--- config.mk ---
export PLATFORM = sky130hd
export DESIGN_NAME = phy_mode_config_regs
export DESIGN_NICKNAME = d
export VERILOG_FILES = /design/src/logic/phy_mode_pkg.sv /design/src/logic/energy_watch.sv /design/src/logic/mode_decode.sv /design/src/logic/phy_mode_config_regs.sv
export VERILOG_INCLUDE_DIRS = /design/src /design/src/logic
export SDC_FILE = /design/constraint.sdc
export NUM_CORES = 1
export LEC_CHECK = 0
export BUFFER_PORTS_ARGS = -buffer_cell sky130_fd_sc_hd__buf_4
export CORE_UTILIZATION = 56
export CTS_BUF_LIST = sky130_fd_sc_hd__clkbuf_8
export DETAILED_ROUTE_END_ITERATION = 16
export PLACE_DENSITY = 0.95
export SLEW_MARGIN = 25
export SYNTH_ARGS = -nofsm -noshare
export SYNTH_HDL_FRONTEND = slang
export SYNTH_HIERARCHICAL = 1
export SYNTH_SLANG_ARGS = --single-unit
--- constraint.sdc ---
create_clock -name mclk_i -period 5.1 [get_ports mclk_i]
set_clock_uncertainty 0.05 [all_clocks]
set_input_delay 0.255 -clock mclk_i [delete_from_list [all_inputs] [get_ports mclk_i]]
set_output_delay 0.255 -clock mclk_i [all_outputs]
set_load 0.1 [all_outputs]
--- src/logic/phy_mode_cfg.svh ---
`ifndef PHY_MODE_CFG_SVH
`define PHY_MODE_CFG_SVH

// Register indices, byte address is four times the index
`define PWR_STATUS_IDX        8'h11
`define MODE_ADDR_IDX         8'h12
`define IDX_TO_BYTE_SHIFT     2

// Power and energy status fields
`define EDPD_EN_BIT           13
`define ENERGY_BIT            1
`define PWR_SPARE_BIT         0

// Operating mode and address fields
`define MODE_MSB              7
`define MODE_LSB              5
`define ADDR_MSB              4
`define ADDR_LSB              0

// Reset values
`define EDPD_EN_RST           1'b0
`define ENERGY_RST            1'b1
`define PWR_SPARE_RST         1'b0
`define MODE_ALL_CAPABLE      3'h7
`define MODE_RST              3'h0
`define ADDR_RST              5'h00

// Energy quiet time and clock rate
`define ENERGY_QUIET_MS       256
`define CLK_KHZ               100000

`endif

--- src/logic/phy_mode_pkg.sv ---
package phy_mode_pkg;

   typedef enum logic [2:0] {
      MODE_10_HALF     = 3'h0,
      MODE_10_FULL     = 3'h1,
      MODE_100_HALF    = 3'h2,
      MODE_100_FULL    = 3'h3,
      MODE_AN_100_HALF = 3'h4,
      MODE_REPEATER    = 3'h5,
      MODE_POWER_DOWN  = 3'h6,
      MODE_ALL_CAPABLE = 3'h7
   } phy_mode_t;

   typedef enum logic [1:0] {
      BUS_IDLE,
      BUS_ANSWER,
      BUS_DONE
   } bus_state_t;

endpackage : phy_mode_pkg

--- src/logic/energy_watch.sv ---
`timescale 1ns/1ps
`include "phy_mode_cfg.svh"

module energy_watch #(
   parameter int unsigned QUIET_CYCLES = 25600000
) (
   input  wire logic mclk_i,
   input  wire logic reset_i,
   input  wire logic ce_i,
   input  wire logic line_energy_i,
   output logic      line_energy_present_o
);

   localparam int unsigned CNT_W = $clog2(QUIET_CYCLES + 1);

   logic [CNT_W-1:0] quiet_cnt_ff;
   logic             present_ff;

   // Quiet-time counter, restarted by any energy on the line
   always_ff @(posedge mclk_i)
   begin
      if (reset_i)
         quiet_cnt_ff <= '0;
      else if (ce_i)
      begin
         if (line_energy_i)
            quiet_cnt_ff <= '0;
         else if (quiet_cnt_ff != CNT_W'(QUIET_CYCLES))
            quiet_cnt_ff <= quiet_cnt_ff + CNT_W'(1);
      end
   end

   // Of the resets, only hardware reset touches the flag, soft resets never reach here
   always_ff @(posedge mclk_i)
   begin
      if (reset_i)
         present_ff <= `ENERGY_RST;
      else if (ce_i)
      begin
         if (line_energy_i)
            present_ff <= 1'b1;
         else if (quiet_cnt_ff == CNT_W'(QUIET_CYCLES - 1))
            present_ff <= 1'b0;
      end
   end

   assign line_energy_present_o = present_ff;

endmodule : energy_watch

--- src/logic/mode_decode.sv ---
`timescale 1ns/1ps

module mode_decode (
   input  wire logic [2:0] mode_i,
   output logic      [3:0] basic_ctrl_bits_o,
   output logic      [3:0] advert_bits_o,
   output logic            advert_valid_o,
   output logic            crs_on_transmit_o,
   output logic            repeater_o,
   output logic            power_down_o
);

   // Bit order of basic_ctrl_bits_o: speed, negotiation enable, unused (power down has its own output), duplex
   always_comb
   begin
      basic_ctrl_bits_o = 4'h0;
      advert_bits_o     = 4'h0;
      advert_valid_o    = 1'b0;
      crs_on_transmit_o = 1'b0;
      repeater_o        = 1'b0;
      power_down_o      = 1'b0;
      case (phy_mode_pkg::phy_mode_t'(mode_i))
         phy_mode_pkg::MODE_10_HALF:
            basic_ctrl_bits_o = 4'h0;
         phy_mode_pkg::MODE_10_FULL:
            basic_ctrl_bits_o = 4'h1;
         phy_mode_pkg::MODE_100_HALF:
         begin
            basic_ctrl_bits_o = 4'h8;
            crs_on_transmit_o = 1'b1;
         end
         phy_mode_pkg::MODE_100_FULL:
            basic_ctrl_bits_o = 4'h9;
         phy_mode_pkg::MODE_AN_100_HALF:
         begin
            basic_ctrl_bits_o = 4'hc;
            advert_bits_o     = 4'h4;
            advert_valid_o    = 1'b1;
            crs_on_transmit_o = 1'b1;
         end
         phy_mode_pkg::MODE_REPEATER:
         begin
            basic_ctrl_bits_o = 4'hc;
            advert_bits_o     = 4'h4;
            advert_valid_o    = 1'b1;
            repeater_o        = 1'b1;
         end
         phy_mode_pkg::MODE_POWER_DOWN:
            power_down_o = 1'b1;
         phy_mode_pkg::MODE_ALL_CAPABLE:
         begin
            // Speed and duplex are free here; chosen as the fastest pair
            basic_ctrl_bits_o = 4'hd;
            advert_bits_o     = 4'hf;
            advert_valid_o    = 1'b1;
         end
         default:
            basic_ctrl_bits_o = 4'h0;
      endcase
   end

endmodule : mode_decode

--- src/logic/phy_mode_config_regs.sv ---
`timescale 1ns/1ps
`include "phy_mode_cfg.svh"

module phy_mode_config_regs #(
   parameter int unsigned ADDR_W       = 8,
   parameter int unsigned QUIET_CYCLES = `ENERGY_QUIET_MS * `CLK_KHZ
) (
   input  wire logic              mclk_i,
   input  wire logic              reset_i,
   input  wire logic              ce_i,
   // APB slave
   input  wire logic              psel_i,
   input  wire logic              penable_i,
   input  wire logic              pwrite_i,
   input  wire logic [ADDR_W-1:0] paddr_i,
   input  wire logic [31:0]       pwdata_i,
   output logic      [31:0]       prdata_o,
   output logic                   pready_o,
   output logic                   pslverr_o,
   // Configuration straps
   input  wire logic              autoneg_strap_i,
   input  wire logic              speed_strap_i,
   input  wire logic              duplex_strap_i,
   input  wire logic [4:0]        addr_sel_strap_i,
   // Reset sources
   input  wire logic              port_phy_reset_i,
   input  wire logic              basic_ctrl_reset_i,
   // EEPROM loader write
   input  wire logic              eeprom_load_i,
   input  wire logic [15:0]       eeprom_data_i,
   // Line and management port
   input  wire logic              line_energy_i,
   input  wire logic              mgmt_access_i,
   input  wire logic [4:0]        mgmt_target_addr_i,
   output logic                   mgmt_address_hit_o,
   // PHY controls
   output logic                   energy_detect_powerdown_enable_o,
   output logic                   line_energy_present_o,
   output logic      [2:0]        operating_mode_o,
   output logic      [4:0]        management_address_o,
   output logic      [4:0]        scrambler_seed_o,
   output logic      [3:0]        basic_ctrl_bits_o,
   output logic      [3:0]        negotiation_advertisement_o,
   output logic                   advert_valid_o,
   output logic                   crs_on_transmit_o,
   output logic                   repeater_o,
   output logic                   power_down_o
);

   localparam logic [ADDR_W-1:0] PWR_ADDR  = ADDR_W'(`PWR_STATUS_IDX) << `IDX_TO_BYTE_SHIFT;
   localparam logic [ADDR_W-1:0] MODE_ADDR = ADDR_W'(`MODE_ADDR_IDX) << `IDX_TO_BYTE_SHIFT;

   phy_mode_pkg::bus_state_t bus_state_ff;
   phy_mode_pkg::bus_state_t nxt_bus_state;

   logic        straps_taken_ff;
   logic        autoneg_latch_ff;
   logic        speed_latch_ff;
   logic        duplex_latch_ff;
   logic [4:0]  addr_latch_ff;

   logic        edpd_en_ff;
   logic        pwr_spare_ff;
   logic [2:0]  mode_ff;
   logic [4:0]  addr_ff;

   logic [31:0] prdata_ff;
   logic        pready_ff;
   logic        pslverr_ff;
   logic        hit_ff;

   logic [3:0]  ctrl_bits_ff;
   logic [3:0]  adv_bits_ff;
   logic        adv_valid_ff;
   logic        crs_tx_ff;
   logic        repeater_ff;
   logic        pdown_ff;

   logic        energy_present;
   logic [3:0]  dec_ctrl_bits;
   logic [3:0]  dec_adv_bits;
   logic        dec_adv_valid;
   logic        dec_crs_tx;
   logic        dec_repeater;
   logic        dec_pdown;

   logic        bus_commit;
   logic        bus_write;
   logic [2:0]  mode_default;

   function automatic logic addr_mapped(input logic [ADDR_W-1:0] a);
      addr_mapped = (a == PWR_ADDR) || (a == MODE_ADDR);
   endfunction : addr_mapped

   function automatic logic [15:0] read_word(input logic [ADDR_W-1:0] a,
                                             input logic              edpd,
                                             input logic              energy,
                                             input logic              spare,
                                             input logic [2:0]        mode,
                                             input logic [4:0]        addr);
      read_word = 16'h0000;
      if (a == PWR_ADDR)
      begin
         read_word[`EDPD_EN_BIT]   = edpd;
         read_word[`ENERGY_BIT]    = energy;
         read_word[`PWR_SPARE_BIT] = spare;
      end
      else if (a == MODE_ADDR)
      begin
         read_word[`MODE_MSB:`MODE_LSB] = mode;
         read_word[`ADDR_MSB:`ADDR_LSB] = addr;
      end
   endfunction : read_word

   // Strap-derived mode default
   always_comb
   begin
      if (autoneg_latch_ff)
         mode_default = `MODE_ALL_CAPABLE;
      else
         mode_default = {1'b0, speed_latch_ff, duplex_latch_ff};
   end

   // Bus phases: one wait cycle, then the answer
   always_comb
   begin
      nxt_bus_state = bus_state_ff;
      case (bus_state_ff)
         phy_mode_pkg::BUS_IDLE:
            if (psel_i && penable_i)
               nxt_bus_state = phy_mode_pkg::BUS_ANSWER;
         phy_mode_pkg::BUS_ANSWER:
            nxt_bus_state = phy_mode_pkg::BUS_DONE;
         phy_mode_pkg::BUS_DONE:
            nxt_bus_state = phy_mode_pkg::BUS_IDLE;
         default:
            nxt_bus_state = phy_mode_pkg::BUS_IDLE;
      endcase
   end

   assign bus_commit = (bus_state_ff == phy_mode_pkg::BUS_ANSWER);
   assign bus_write  = bus_commit && pwrite_i && addr_mapped(paddr_i);

   always_ff @(posedge mclk_i)
   begin
      if (reset_i)
         bus_state_ff <= phy_mode_pkg::BUS_IDLE;
      else if (ce_i)
         bus_state_ff <= nxt_bus_state;
   end

   always_ff @(posedge mclk_i)
   begin
      if (reset_i)
      begin
         pready_ff  <= 1'b0;
         pslverr_ff <= 1'b0;
         prdata_ff  <= 32'h0000_0000;
      end
      else if (ce_i)
      begin
         pready_ff  <= (nxt_bus_state == phy_mode_pkg::BUS_ANSWER);
         pslverr_ff <= (nxt_bus_state == phy_mode_pkg::BUS_ANSWER) && !addr_mapped(paddr_i);
         if (nxt_bus_state == phy_mode_pkg::BUS_ANSWER && !pwrite_i)
            prdata_ff <= {16'h0000, read_word(paddr_i, edpd_en_ff, energy_present,
                                               pwr_spare_ff, mode_ff, addr_ff)};
         else
            prdata_ff <= 32'h0000_0000;
      end
   end

   // Straps taken on the first enabled cycle after chip reset releases
   always_ff @(posedge mclk_i)
   begin
      if (reset_i)
      begin
         straps_taken_ff  <= 1'b0;
         autoneg_latch_ff <= 1'b0;
         speed_latch_ff   <= 1'b0;
         duplex_latch_ff  <= 1'b0;
         addr_latch_ff    <= `ADDR_RST;
      end
      else if (ce_i && !straps_taken_ff)
      begin
         straps_taken_ff  <= 1'b1;
         autoneg_latch_ff <= autoneg_strap_i;
         speed_latch_ff   <= speed_strap_i;
         duplex_latch_ff  <= duplex_strap_i;
         addr_latch_ff    <= addr_sel_strap_i;
      end
   end

   // Power control: port reset and soft reset both restore it
   always_ff @(posedge mclk_i)
   begin
      if (reset_i)
      begin
         edpd_en_ff   <= `EDPD_EN_RST;
         pwr_spare_ff <= `PWR_SPARE_RST;
      end
      else if (ce_i)
      begin
         if (port_phy_reset_i || basic_ctrl_reset_i)
         begin
            edpd_en_ff   <= `EDPD_EN_RST;
            pwr_spare_ff <= `PWR_SPARE_RST;
         end
         else if (bus_write && paddr_i == PWR_ADDR)
         begin
            edpd_en_ff   <= pwdata_i[`EDPD_EN_BIT];
            pwr_spare_ff <= pwdata_i[`PWR_SPARE_BIT];
         end
      end
   end

   // Mode field: port reset restores it, own soft reset does not
   always_ff @(posedge mclk_i)
   begin
      if (reset_i)
         mode_ff <= `MODE_RST;
      else if (ce_i)
      begin
         if (!straps_taken_ff)
         begin
            if (autoneg_strap_i)
               mode_ff <= `MODE_ALL_CAPABLE;
            else
               mode_ff <= {1'b0, speed_strap_i, duplex_strap_i};
         end
         else if (port_phy_reset_i)
            mode_ff <= mode_default;
         else if (eeprom_load_i)
            mode_ff <= eeprom_data_i[`MODE_MSB:`MODE_LSB];
         else if (bus_write && paddr_i == MODE_ADDR)
            mode_ff <= pwdata_i[`MODE_MSB:`MODE_LSB];
      end
   end

   // Management address: only chip reset, the strap latch and writers change it
   always_ff @(posedge mclk_i)
   begin
      if (reset_i)
         addr_ff <= `ADDR_RST;
      else if (ce_i)
      begin
         if (!straps_taken_ff)
            addr_ff <= addr_sel_strap_i;
         else if (eeprom_load_i)
            addr_ff <= eeprom_data_i[`ADDR_MSB:`ADDR_LSB];
         else if (bus_write && paddr_i == MODE_ADDR)
            addr_ff <= pwdata_i[`ADDR_MSB:`ADDR_LSB];
      end
   end

   // Duplicate addresses among PHYs go undetected here
   always_ff @(posedge mclk_i)
   begin
      if (reset_i)
         hit_ff <= 1'b0;
      else if (ce_i)
         hit_ff <= mgmt_access_i && straps_taken_ff && (mgmt_target_addr_i == addr_ff);
   end

   mode_decode u_mode_decode (
      .mode_i            (mode_ff),
      .basic_ctrl_bits_o (dec_ctrl_bits),
      .advert_bits_o     (dec_adv_bits),
      .advert_valid_o    (dec_adv_valid),
      .crs_on_transmit_o (dec_crs_tx),
      .repeater_o        (dec_repeater),
      .power_down_o      (dec_pdown)
   );

   // Registered so the PHY sees glitch-free controls
   always_ff @(posedge mclk_i)
   begin
      if (reset_i)
      begin
         ctrl_bits_ff <= 4'h0;
         adv_bits_ff  <= 4'h0;
         adv_valid_ff <= 1'b0;
         crs_tx_ff    <= 1'b0;
         repeater_ff  <= 1'b0;
         pdown_ff     <= 1'b0;
      end
      else if (ce_i)
      begin
         ctrl_bits_ff <= dec_ctrl_bits;
         adv_bits_ff  <= dec_adv_bits;
         adv_valid_ff <= dec_adv_valid;
         crs_tx_ff    <= dec_crs_tx;
         repeater_ff  <= dec_repeater;
         pdown_ff     <= dec_pdown;
      end
   end

   energy_watch #(
      .QUIET_CYCLES (QUIET_CYCLES)
   ) u_energy_watch (
      .mclk_i                (mclk_i),
      .reset_i               (reset_i),
      .ce_i                  (ce_i),
      .line_energy_i         (line_energy_i),
      .line_energy_present_o (energy_present)
   );

   assign prdata_o                         = prdata_ff;
   assign pready_o                         = pready_ff;
   assign pslverr_o                        = pslverr_ff;
   assign mgmt_address_hit_o               = hit_ff;
   assign energy_detect_powerdown_enable_o = edpd_en_ff;
   assign line_energy_present_o            = energy_present;
   assign operating_mode_o                 = mode_ff;
   assign management_address_o             = addr_ff;
   assign scrambler_seed_o                 = addr_ff;
   assign basic_ctrl_bits_o                = ctrl_bits_ff;
   assign negotiation_advertisement_o      = adv_bits_ff;
   assign advert_valid_o                   = adv_valid_ff;
   assign crs_on_transmit_o                = crs_tx_ff;
   assign repeater_o                       = repeater_ff;
   assign power_down_o                     = pdown_ff;

endmodule : phy_mode_config_regs

======== Word-level counts from Yosys, hierarchy flattened ========
Cells that the tools add are included.
storage, ports and cells
  input bits .............................. 80
  output and inout port bits .............. 62
  flip-flop bits (word level) ............. 89
cells by class
  reductions and logical operators ........ 27
  $add $sub $neg .......................... 1
  eq/ne operators ......................... 16
  multiplexer cells ....................... 30
operators with widths
  kind                     count
  $mux W25                 2
  $add A25 B1 Y25 const B  1
  $eq A25 B25 Y1 const B   1
  $ne A25 B25 Y1 const B   1
  $pmux W4 S5              1
  $mux W3                  6
  $eq A8 B7 Y1 const B     2
  $mux W5                  3
  $mux W14                 1
  $eq A3 B3 Y1 const B     4
  $mux W1                  11
  $logic_and A1 B1 Y1      10
  $reduce_and A2 Y1        5
  $mux W8                  1
  $pmux W4 S2              1
  $eq A3 B2 Y1 const B     2
  $mux W6                  1
  $reduce_bool A2 Y1       3
  $eq A5 B5 Y1             1
  $eq A2 B1 Y1 const B     2
  $mux W2                  2
  $ne A4 B3 Y1 const B     1
  $pmux W2 S2              1
  $reduce_or A2 Y1         2
  other kinds (6)          9

======== Logic depth before layout (Yosys ltp) ========
Gate-level depths: netlist (run 1).
  word-level depth ........................ 8
  depth in mapped cells ................... 9

======== Hierarchy ========
Netlist (run 1), hierarchy kept.
modules (own cells, without submodules)
  module                sequential area each (um^2)  area each (um^2)  cells an instance  instances
  phy_mode_config_regs  800.8                        2104.5            236                1
  energy_watch          520.5                        1652.8            197                1
  mode_decode           0.0                          108.9             17                 1

======== Worst setup path before layout (run 1) ========
OpenSTA, ideal clock, no wires.
  path type ............................... flip-flop to flip-flop
  from .................................... register u_energy_watch.quiet_cnt_ff[0]
  to ...................................... register u_energy_watch.quiet_cnt_ff[24]
  clock period less this slack ............ 1880 ps
  cell stages (with the launch flop) ...... 7
  arrival time ............................ 1756 ps
  slack ................................... 3220 ps
  data required time ...................... 4976 ps
  library setup time ...................... 74 ps
  cells stage by stage .................... dfxtp_1 -> ha_1 -> nand3_2 -> nor4_4 -> nand4_1 -> or4_1 -> a31oi_1
between the ends
  cells in the longest elaborated chain, start to end .. 3
  elaborated cells between the ends (all ways) .. 6
ends and longest elaborated chain
  what                                               RTL line                                RTL
  start, declared                                    energy_watch.sv:16                      logic [CNT_W-1:0] quiet_cnt_ff;
  start signal, assigned                             energy_watch.sv:29                      quiet_cnt_ff <= quiet_cnt_ff + CNT_W'(1);
  $add A25 B1 Y25 or $ne A25 B25 Y1 (tied branches)  energy_watch.sv:29, energy_watch.sv:28
  $mux W25 or $reduce_bool A2 Y1 (tied branches)     --
  $mux W25 or $reduce_and A2 Y1 (tied branches)      --
Parallel ways exist; a longest one is shown, timed or not. The select of a mux whose other input is x is not followed.
A chain may end at the register's enable or synchronous reset.

======== Final worst setup path (run 1) ========
  from .................................... register u_energy_watch.quiet_cnt_ff[0]
  to ...................................... register u_energy_watch.quiet_cnt_ff[2]
Same word-level chain as after synthesis.

==> flow_metrics.tcl, run 1 <==
set metrics [dict create \
    period_minus_slack_ps 2160 \
    cpLargestDelayFamily "compound AO/OA/AOI/OAI gates" \
    yosysUniqueCellTypes 74 \
    globalRouteOverflowTotal 0 \
    cp_max_fo 33 \
    cts_hold_buf 0 \
    synth-warning-count 6 \
    gp_congestion 0.850 \
    cts_buffers 9 \
    crit_required_ps 5250 \
    hold_violations 0 \
    cts_buffer_depth 2 \
    startpoint_type "flip-flop" \
    leakagePower_nw 1.84 \
    ioPinCount 142 \
    grt_pass1_wl_um 15500 \
    p_clk_share_pct 32.8 \
    totalNegativeSetupSlack_ps 0 \
    timing.slew.headroom_pct 50.6 \
    cts_root_buf "clkbuf_8" \
    ys.flop_type "dfxtp_1" \
    clk_pin_slew_worst_paths_ps 70 \
    endpoint_kind "flip-flop" \
    htree_num_levels 3 \
    setup_viol 0 \
    finalWirelength_um 9440 \
    hold_class "in -> reg" \
    async_flop_share_pct 0 \
    criticalPathCategory "reg -> reg" \
    fmax_mhz 462 \
    synth_edf_count 0 \
    wl_per_cell_um 15.9 \
    final_nets 593 \
    p_int_mw 0.805 \
    diodes 0 \
    path_buf_inv 1 \
    vias_per_cell 5.94 \
    slowest_delay_ps 640 \
    drc 0 \
    finalCritPeriodShare_pct 42.4 \
    dieArea_sq_um 7240 \
    yosysSeqAreaShare_pct 34.2 \
    cap_violations 0 \
    port_buffers 87 \
    swShare_pct 36.3 \
    rows 29 \
    grtUsageTotal_pct 26.6 \
    layout_commonest_cell "buf_4" \
    vias 3524 \
    p_switching_mw 0.459 \
    cts_tree "built" \
    syn_area_per_cell_sq_um 8.59 \
    antenna_found_initial 0 \
    synth_cells 450 \
    combPwrFrac_pct 24.0 \
    crit_path_cell_trace "inv_1, ha_1, nor4b_1, nand4_1, o21ai_4, or4b_1, a31oi_1" \
    worst_pin_slew_ps 741 \
    die_x_um 85.1 \
    ys_seq_elements 66 \
    place_ws_ps 2700 \
    slew_viol_final 0 \
    peakVddDrop_uv 258 \
    antenna_left 0 \
    core_sq_um 6490 \
    rsz0062_at_grt "false" \
    postCtsSetupRepairBufs 0 \
    grt_pass1_vias 3288 \
    die_h_um 85.1 \
    slowest_stage "o21ai_4" \
    syn_area_sq_um 3870 \
    start_util_pct 59.5 \
    cts-resized-gates 0 \
    area_delta_synth_final_pct 16.4 \
    final_util_pct 69.3 \
    clk_latency_ps 350 \
    dp_hpwl_um 6350 \
    status "finished clean" \
    n_fill_cell 474 \
    fin_ws_ps 2940 \
    most-common-layout-cells "buf_4, dfxtp_1, nor2_1" \
    critical_path_arrival_ps 2310 \
    drive_above_1_share_pct 25.4 \
    drt_iter0_drc 280 \
    power_density_nw_per_um2 281 \
    seqPwrFrac_pct 43.2 \
    cts_sinks 66 \
    grt_start_max_net_pins 74 \
    drt-pass1-iter-count 6 \
]
## synth_stat cells, types with 3 or more instances
| library cell | n | share of area [%] |
|---|---|---|
| nand2b_1 | 4 | 0.65 |
| or2_2 | 3 | 0.49 |
| or3_1 | 4 | 0.65 |
| a22oi_1 | 3 | 0.58 |
| nor2b_1 | 21 | 3.4 |
| o31ai_2 | 3 | 0.97 |
| mux2i_1 | 27 | 7.0 |
| o21ai_0 | 8 | 1.0 |
| and3_1 | 5 | 0.81 |
| a41oi_1 | 3 | 0.68 |
| nor3_1 | 5 | 0.65 |
| or4_1 | 9 | 1.7 |
| nand2_1 | 24 | 2.3 |
| clkbuf_1 | 14 | 1.4 |
| buf_4 | 34 | 6.6 |
| a21oi_1 | 31 | 4.0 |
| dfxtp_1 | 66 | 34 |
| and4_2 | 3 | 0.78 |
| inv_1 | 10 | 0.97 |
| nand3b_1 | 7 | 1.4 |
| nand3_1 | 15 | 1.9 |
| o221ai_1 | 5 | 1.1 |
| buf_2 | 4 | 0.52 |
| nor4b_1 | 3 | 0.68 |
| nand4_1 | 9 | 1.5 |
| a31oi_1 | 9 | 1.5 |
| or4b_1 | 3 | 0.78 |
| nor2_1 | 49 | 4.8 |
| xnor2_1 | 5 | 1.1 |
## sequential cells by signal, summed over array words and instances, names as in the netlist, 2 cells and up
signal / count
basic_ctrl_bits_o: 4
bus_state_ff: 2
management_address_o: 5
negotiation_advertisement_o: 4
operating_mode_o: 3
prdata_o: 9
u_energy_watch/quiet_cnt_ff: 25
## final timing paths
kind	startpoint	to	slack (ps)	cells past startpoint
setup / recovery	u_energy_watch/quiet_cnt_ff[0]	u_energy_watch/quiet_cnt_ff[2]	2940	7
hold / removal	duplex_strap_i	duplex_latch_ff	120	3
setup reg to reg	u_energy_watch/quiet_cnt_ff[0]	u_energy_watch/quiet_cnt_ff[2]	2940	7
hold reg to reg	prdata_o[0]	prdata_o[0]	420	2
## metrics by stage
| step | hold slack, ps | instance area, sq um | power, mW | instances |
|---|---|---|---|---|
| floorplan | 352 | 3950 | 0.812 | 472 |
| global placement | 397 | 4300 | 0.852 | 577 |
| detailed placement | 399 | 4300 | 0.858 | 577 |
| CTS | 110 | 4490 | 1.27 | 593 |
| global route | 114 | 4500 | 1.31 | 593 |
| finish | 115 | 4500 | 1.26 | 593 |
## power by group through the flow
stage	registers, mW	logic (mW)	clock network, mW
finish	0.546	0.304	0.414
global route	0.548	0.317	0.446
CTS	0.546	0.302	0.418
detailed placement	0.557	0.301	0
global placement	0.556	0.295	0
floorplan	0.619	0.193	0
## layout make-up
type | instances | area [sq um] | area share, %
multi-input combinational | 337 | 2200 | 48.9
sequential | 66 | 1320 | 29.4
timing repair buffer | 87 | 653 | 14.5
clock buffer | 11 | 151 | 3.36
tap | 77 | 96.3 | 2.14
clock inverter | 5 | 38.8 | 0.862
inverter | 10 | 37.5 | 0.834
## cells by family after synthesis
group / share of synthesized area (%)
compound gates: 15.0
xor+xnor: 1.36
fa+ha+maj: 0.647
buf+inv: 11.2
flops: 34.2
mux: 7.57
other cells: 0.194
simple gates: 29.8
## metal layers
layer	part of all wire, %	GRT usage, %	vias to the layer above
li1	-	-	1695
met5	0	0	-
met1	40	30.7	1665
met4	2.3	10.9	0
met3	6.3	6.52	23
met2	52	47.0	141
## worst reg2reg max path, cell delays in order (launching register included)
cell	delay, ps
dfxtp_1	360
inv_1	80
ha_1	130
nor4b_1	240
nand4_1	230
o21ai_4	640
or4b_1	220
a31oi_1	80
Note: power is estimated with default switching activity, not from simulation.
==> run 2, diff against run 1 <==
--- a/config.mk
+++ b/config.mk
@@ -7,10 +7,10 @@
 export NUM_CORES = 1
 export LEC_CHECK = 0
 export BUFFER_PORTS_ARGS = -buffer_cell sky130_fd_sc_hd__buf_4
-export CORE_UTILIZATION = 56
+export CORE_UTILIZATION = 47
 export CTS_BUF_LIST = sky130_fd_sc_hd__clkbuf_8
 export DETAILED_ROUTE_END_ITERATION = 16
-export PLACE_DENSITY = 0.95
+export PLACE_DENSITY = 0.89
 export SLEW_MARGIN = 25
 export SYNTH_ARGS = -nofsm -noshare
 export SYNTH_HDL_FRONTEND = slang
==> constraint.sdc (replaced) <==
create_clock -name mclk_i -period 1.9 [get_ports mclk_i]
set_clock_uncertainty 0.05 [all_clocks]
set_input_delay 0.095 -clock mclk_i [delete_from_list [all_inputs] [get_ports mclk_i]]
set_output_delay 0.095 -clock mclk_i [all_outputs]
set_load 0.1 [all_outputs]
==> run 2 against run 1 <==
  * Power increased to 3.0 times the previous value
  * Critical path depth down 1
  * Critical endpoint is now u_energy_watch/quiet_cnt_ff[17]
  * Via count increased by 7.0%
  * Highest routed layer unchanged
  * Sequential power grew to 2.7 times the previous value
  * Non-clock buffer count grew 42
  * Critical path type unchanged
  * Clock power rose to 3.5 times the previous value
  * Global-route usage is 2.8 points lower
  * Utilization decreased by 4.1 points
  * Maximum frequency grew 9.7%
  * The run now ends with negative setup slack left
  * First-iteration DRC count fell by 13%
==> flow_metrics.tcl, run 2 (synthesized netlist as in run 1, its figures left out) <==
set metrics [dict create \
    fmax_mhz 507 \
    largest_reg_flops 25 \
    ff2ff_setup_slack_ps -70 \
    place_inst 630 \
    gp_congestion 0.793 \
    htree_num_levels 3 \
    rsz0062_at_grt "true" \
    cts_sinks 66 \
    die_x_um 92.7 \
    slew_viol_final 0 \
    timing.slew.headroom_pct 57.8 \
    diodes 0 \
    crit_required_ps 2140 \
    cts_buffer_depth 2 \
    cts_buffers 9 \
    start_util_pct 49.3 \
    antenna_left 0 \
    hold_violations 0 \
    grt_util_met1_pct 26.1 \
    rows 32 \
    fin_hold_ws_ps 17.2 \
    drt_iter0_drc 243 \
    fin_area_sq_um 5110 \
    dp_hpwl_um 6860 \
    endpoint_kind "flip-flop" \
    grt.busiest_layer "met2" \
    grtUsageMet3_pct 5.34 \
    peakVddDrop_uv 526 \
    finalPower_mw 3.78 \
    grt_util_met2_pct 42.3 \
    grt_pass1_wl_um 16100 \
    cts_root_buf "clkbuf_8" \
    core_sq_um 7850 \
    critical_path_arrival_ps 2210 \
    most-common-layout-cells "buf_4, dfxtp_1, nor2_1" \
    final_nets 635 \
    drt-pass1-iter-count 5 \
    grtUsageTotal_pct 23.8 \
    status "finished, violations left" \
    die_h_um 92.7 \
    antenna_found_initial 0 \
    cts_tree "built" \
    power_density_nw_per_um2 740 \
    totalNegativeSetupSlack_ps -502 \
    grt_start_max_net_pins 61 \
    startpoint_type "flip-flop" \
    largest-register "u_energy_watch/quiet_cnt_ff" \
    leakagePower_nw 2.15 \
    clk_latency_ps 360 \
    fin_cells 660 \
    grt_pass1_vias 3503 \
    drive_above_1_share_pct 34.1 \
    port_buffers 87 \
    area_delta_synth_final_pct 32.2 \
    hold_class "in -> reg" \
    period_minus_slack_ps 1970 \
    place_ws_ps -95.2 \
    place_area_sq_um 4560 \
    wl_per_cell_um 16.4 \
    finalCritPeriodShare_pct 104 \
    criticalPathCategory "reg -> reg" \
    worst_pin_slew_ps 633 \
    fin_ws_ps -72.0 \
    layout_commonest_cell "buf_4" \
    cap_violations 0 \
    dieArea_sq_um 8590 \
    ioPinCount 142 \
    drc 0 \
    globalRouteOverflowTotal 0 \
    setup_viol 14 \
    violations "negative setup slack" \
    vias_per_cell 5.71 \
    vias 3769 \
    clk_pin_slew_worst_paths_ps 80 \
    finalWirelength_um 10800 \
    cp_max_fo 8 \
    final_util_pct 65.1 \
]
-- run 2: cell count changes in the layout (fill, tap and decap cells not counted), moves of 3 or more --
cell           change
buf_4             +30
dfxtp_1           -11
dfxtp_2            +8
dlygate4sd3_1      +5
bufinv_16          +3
clkinvlp_4         -3
dfxtp_4            +3
-- run 2: metal layers --
metal,vias to the layer above,share of wire (%)
li1,1775,-
met1,1803,38
met2,147,52
met3,44,5.2
met4,0,4.2
met5,-,0
-- run 2: layout make-up --
type | instances | area, sq um
fill | 567 | 2740
multi-input combinational | 337 | 2290
sequential | 66 | 1340
timing repair buffer | 129 | 1070
tap | 102 | 128
clock buffer | 9 | 124
clock inverter | 7 | 119
inverter | 10 | 40.0
-- run 2: final timing paths --
path                                                   endpoint                            from  depth (start not counted)
worst max-delay path            u_energy_watch/quiet_cnt_ff[17]  u_energy_watch/quiet_cnt_ff[2]                          6
worst min register to register                      prdata_o[1]                     prdata_o[1]                          2
worst min-delay path                               prdata_o[13]                        pwrite_i                          3
worst max register to register  u_energy_watch/quiet_cnt_ff[17]  u_energy_watch/quiet_cnt_ff[2]                          6
-- run 2: repair_timing --
item / in CTS / in global routing
setup endpoints to repair: 16 / 20
cloned: 1 / 2
buffers inserted: 1 / 5
hold endpoints to repair: 5 / 0
pin swaps: 8 / 13
hold buffers: 5 / 0
gates resized for setup: 11 / 26
-- run 2: report_power, final --
group / internal, mW / switching, mW / leakage, nW
sequential: 1.41 / 0.0462 / 0.542
clock: 0.871 / 0.572 / 0.121
combinational: 0.243 / 0.636 / 1.49
total: 2.53 / 1.25 / 2.15
-- run 2: worst max-delay path, cell delays in order, from the launching register on --
cell,delay (ps)
dfxtp_1,530
nand4_2,200
nor4_2,320
buf_4,180
nand3_1,80
or4_1,400
a21oi_1,140
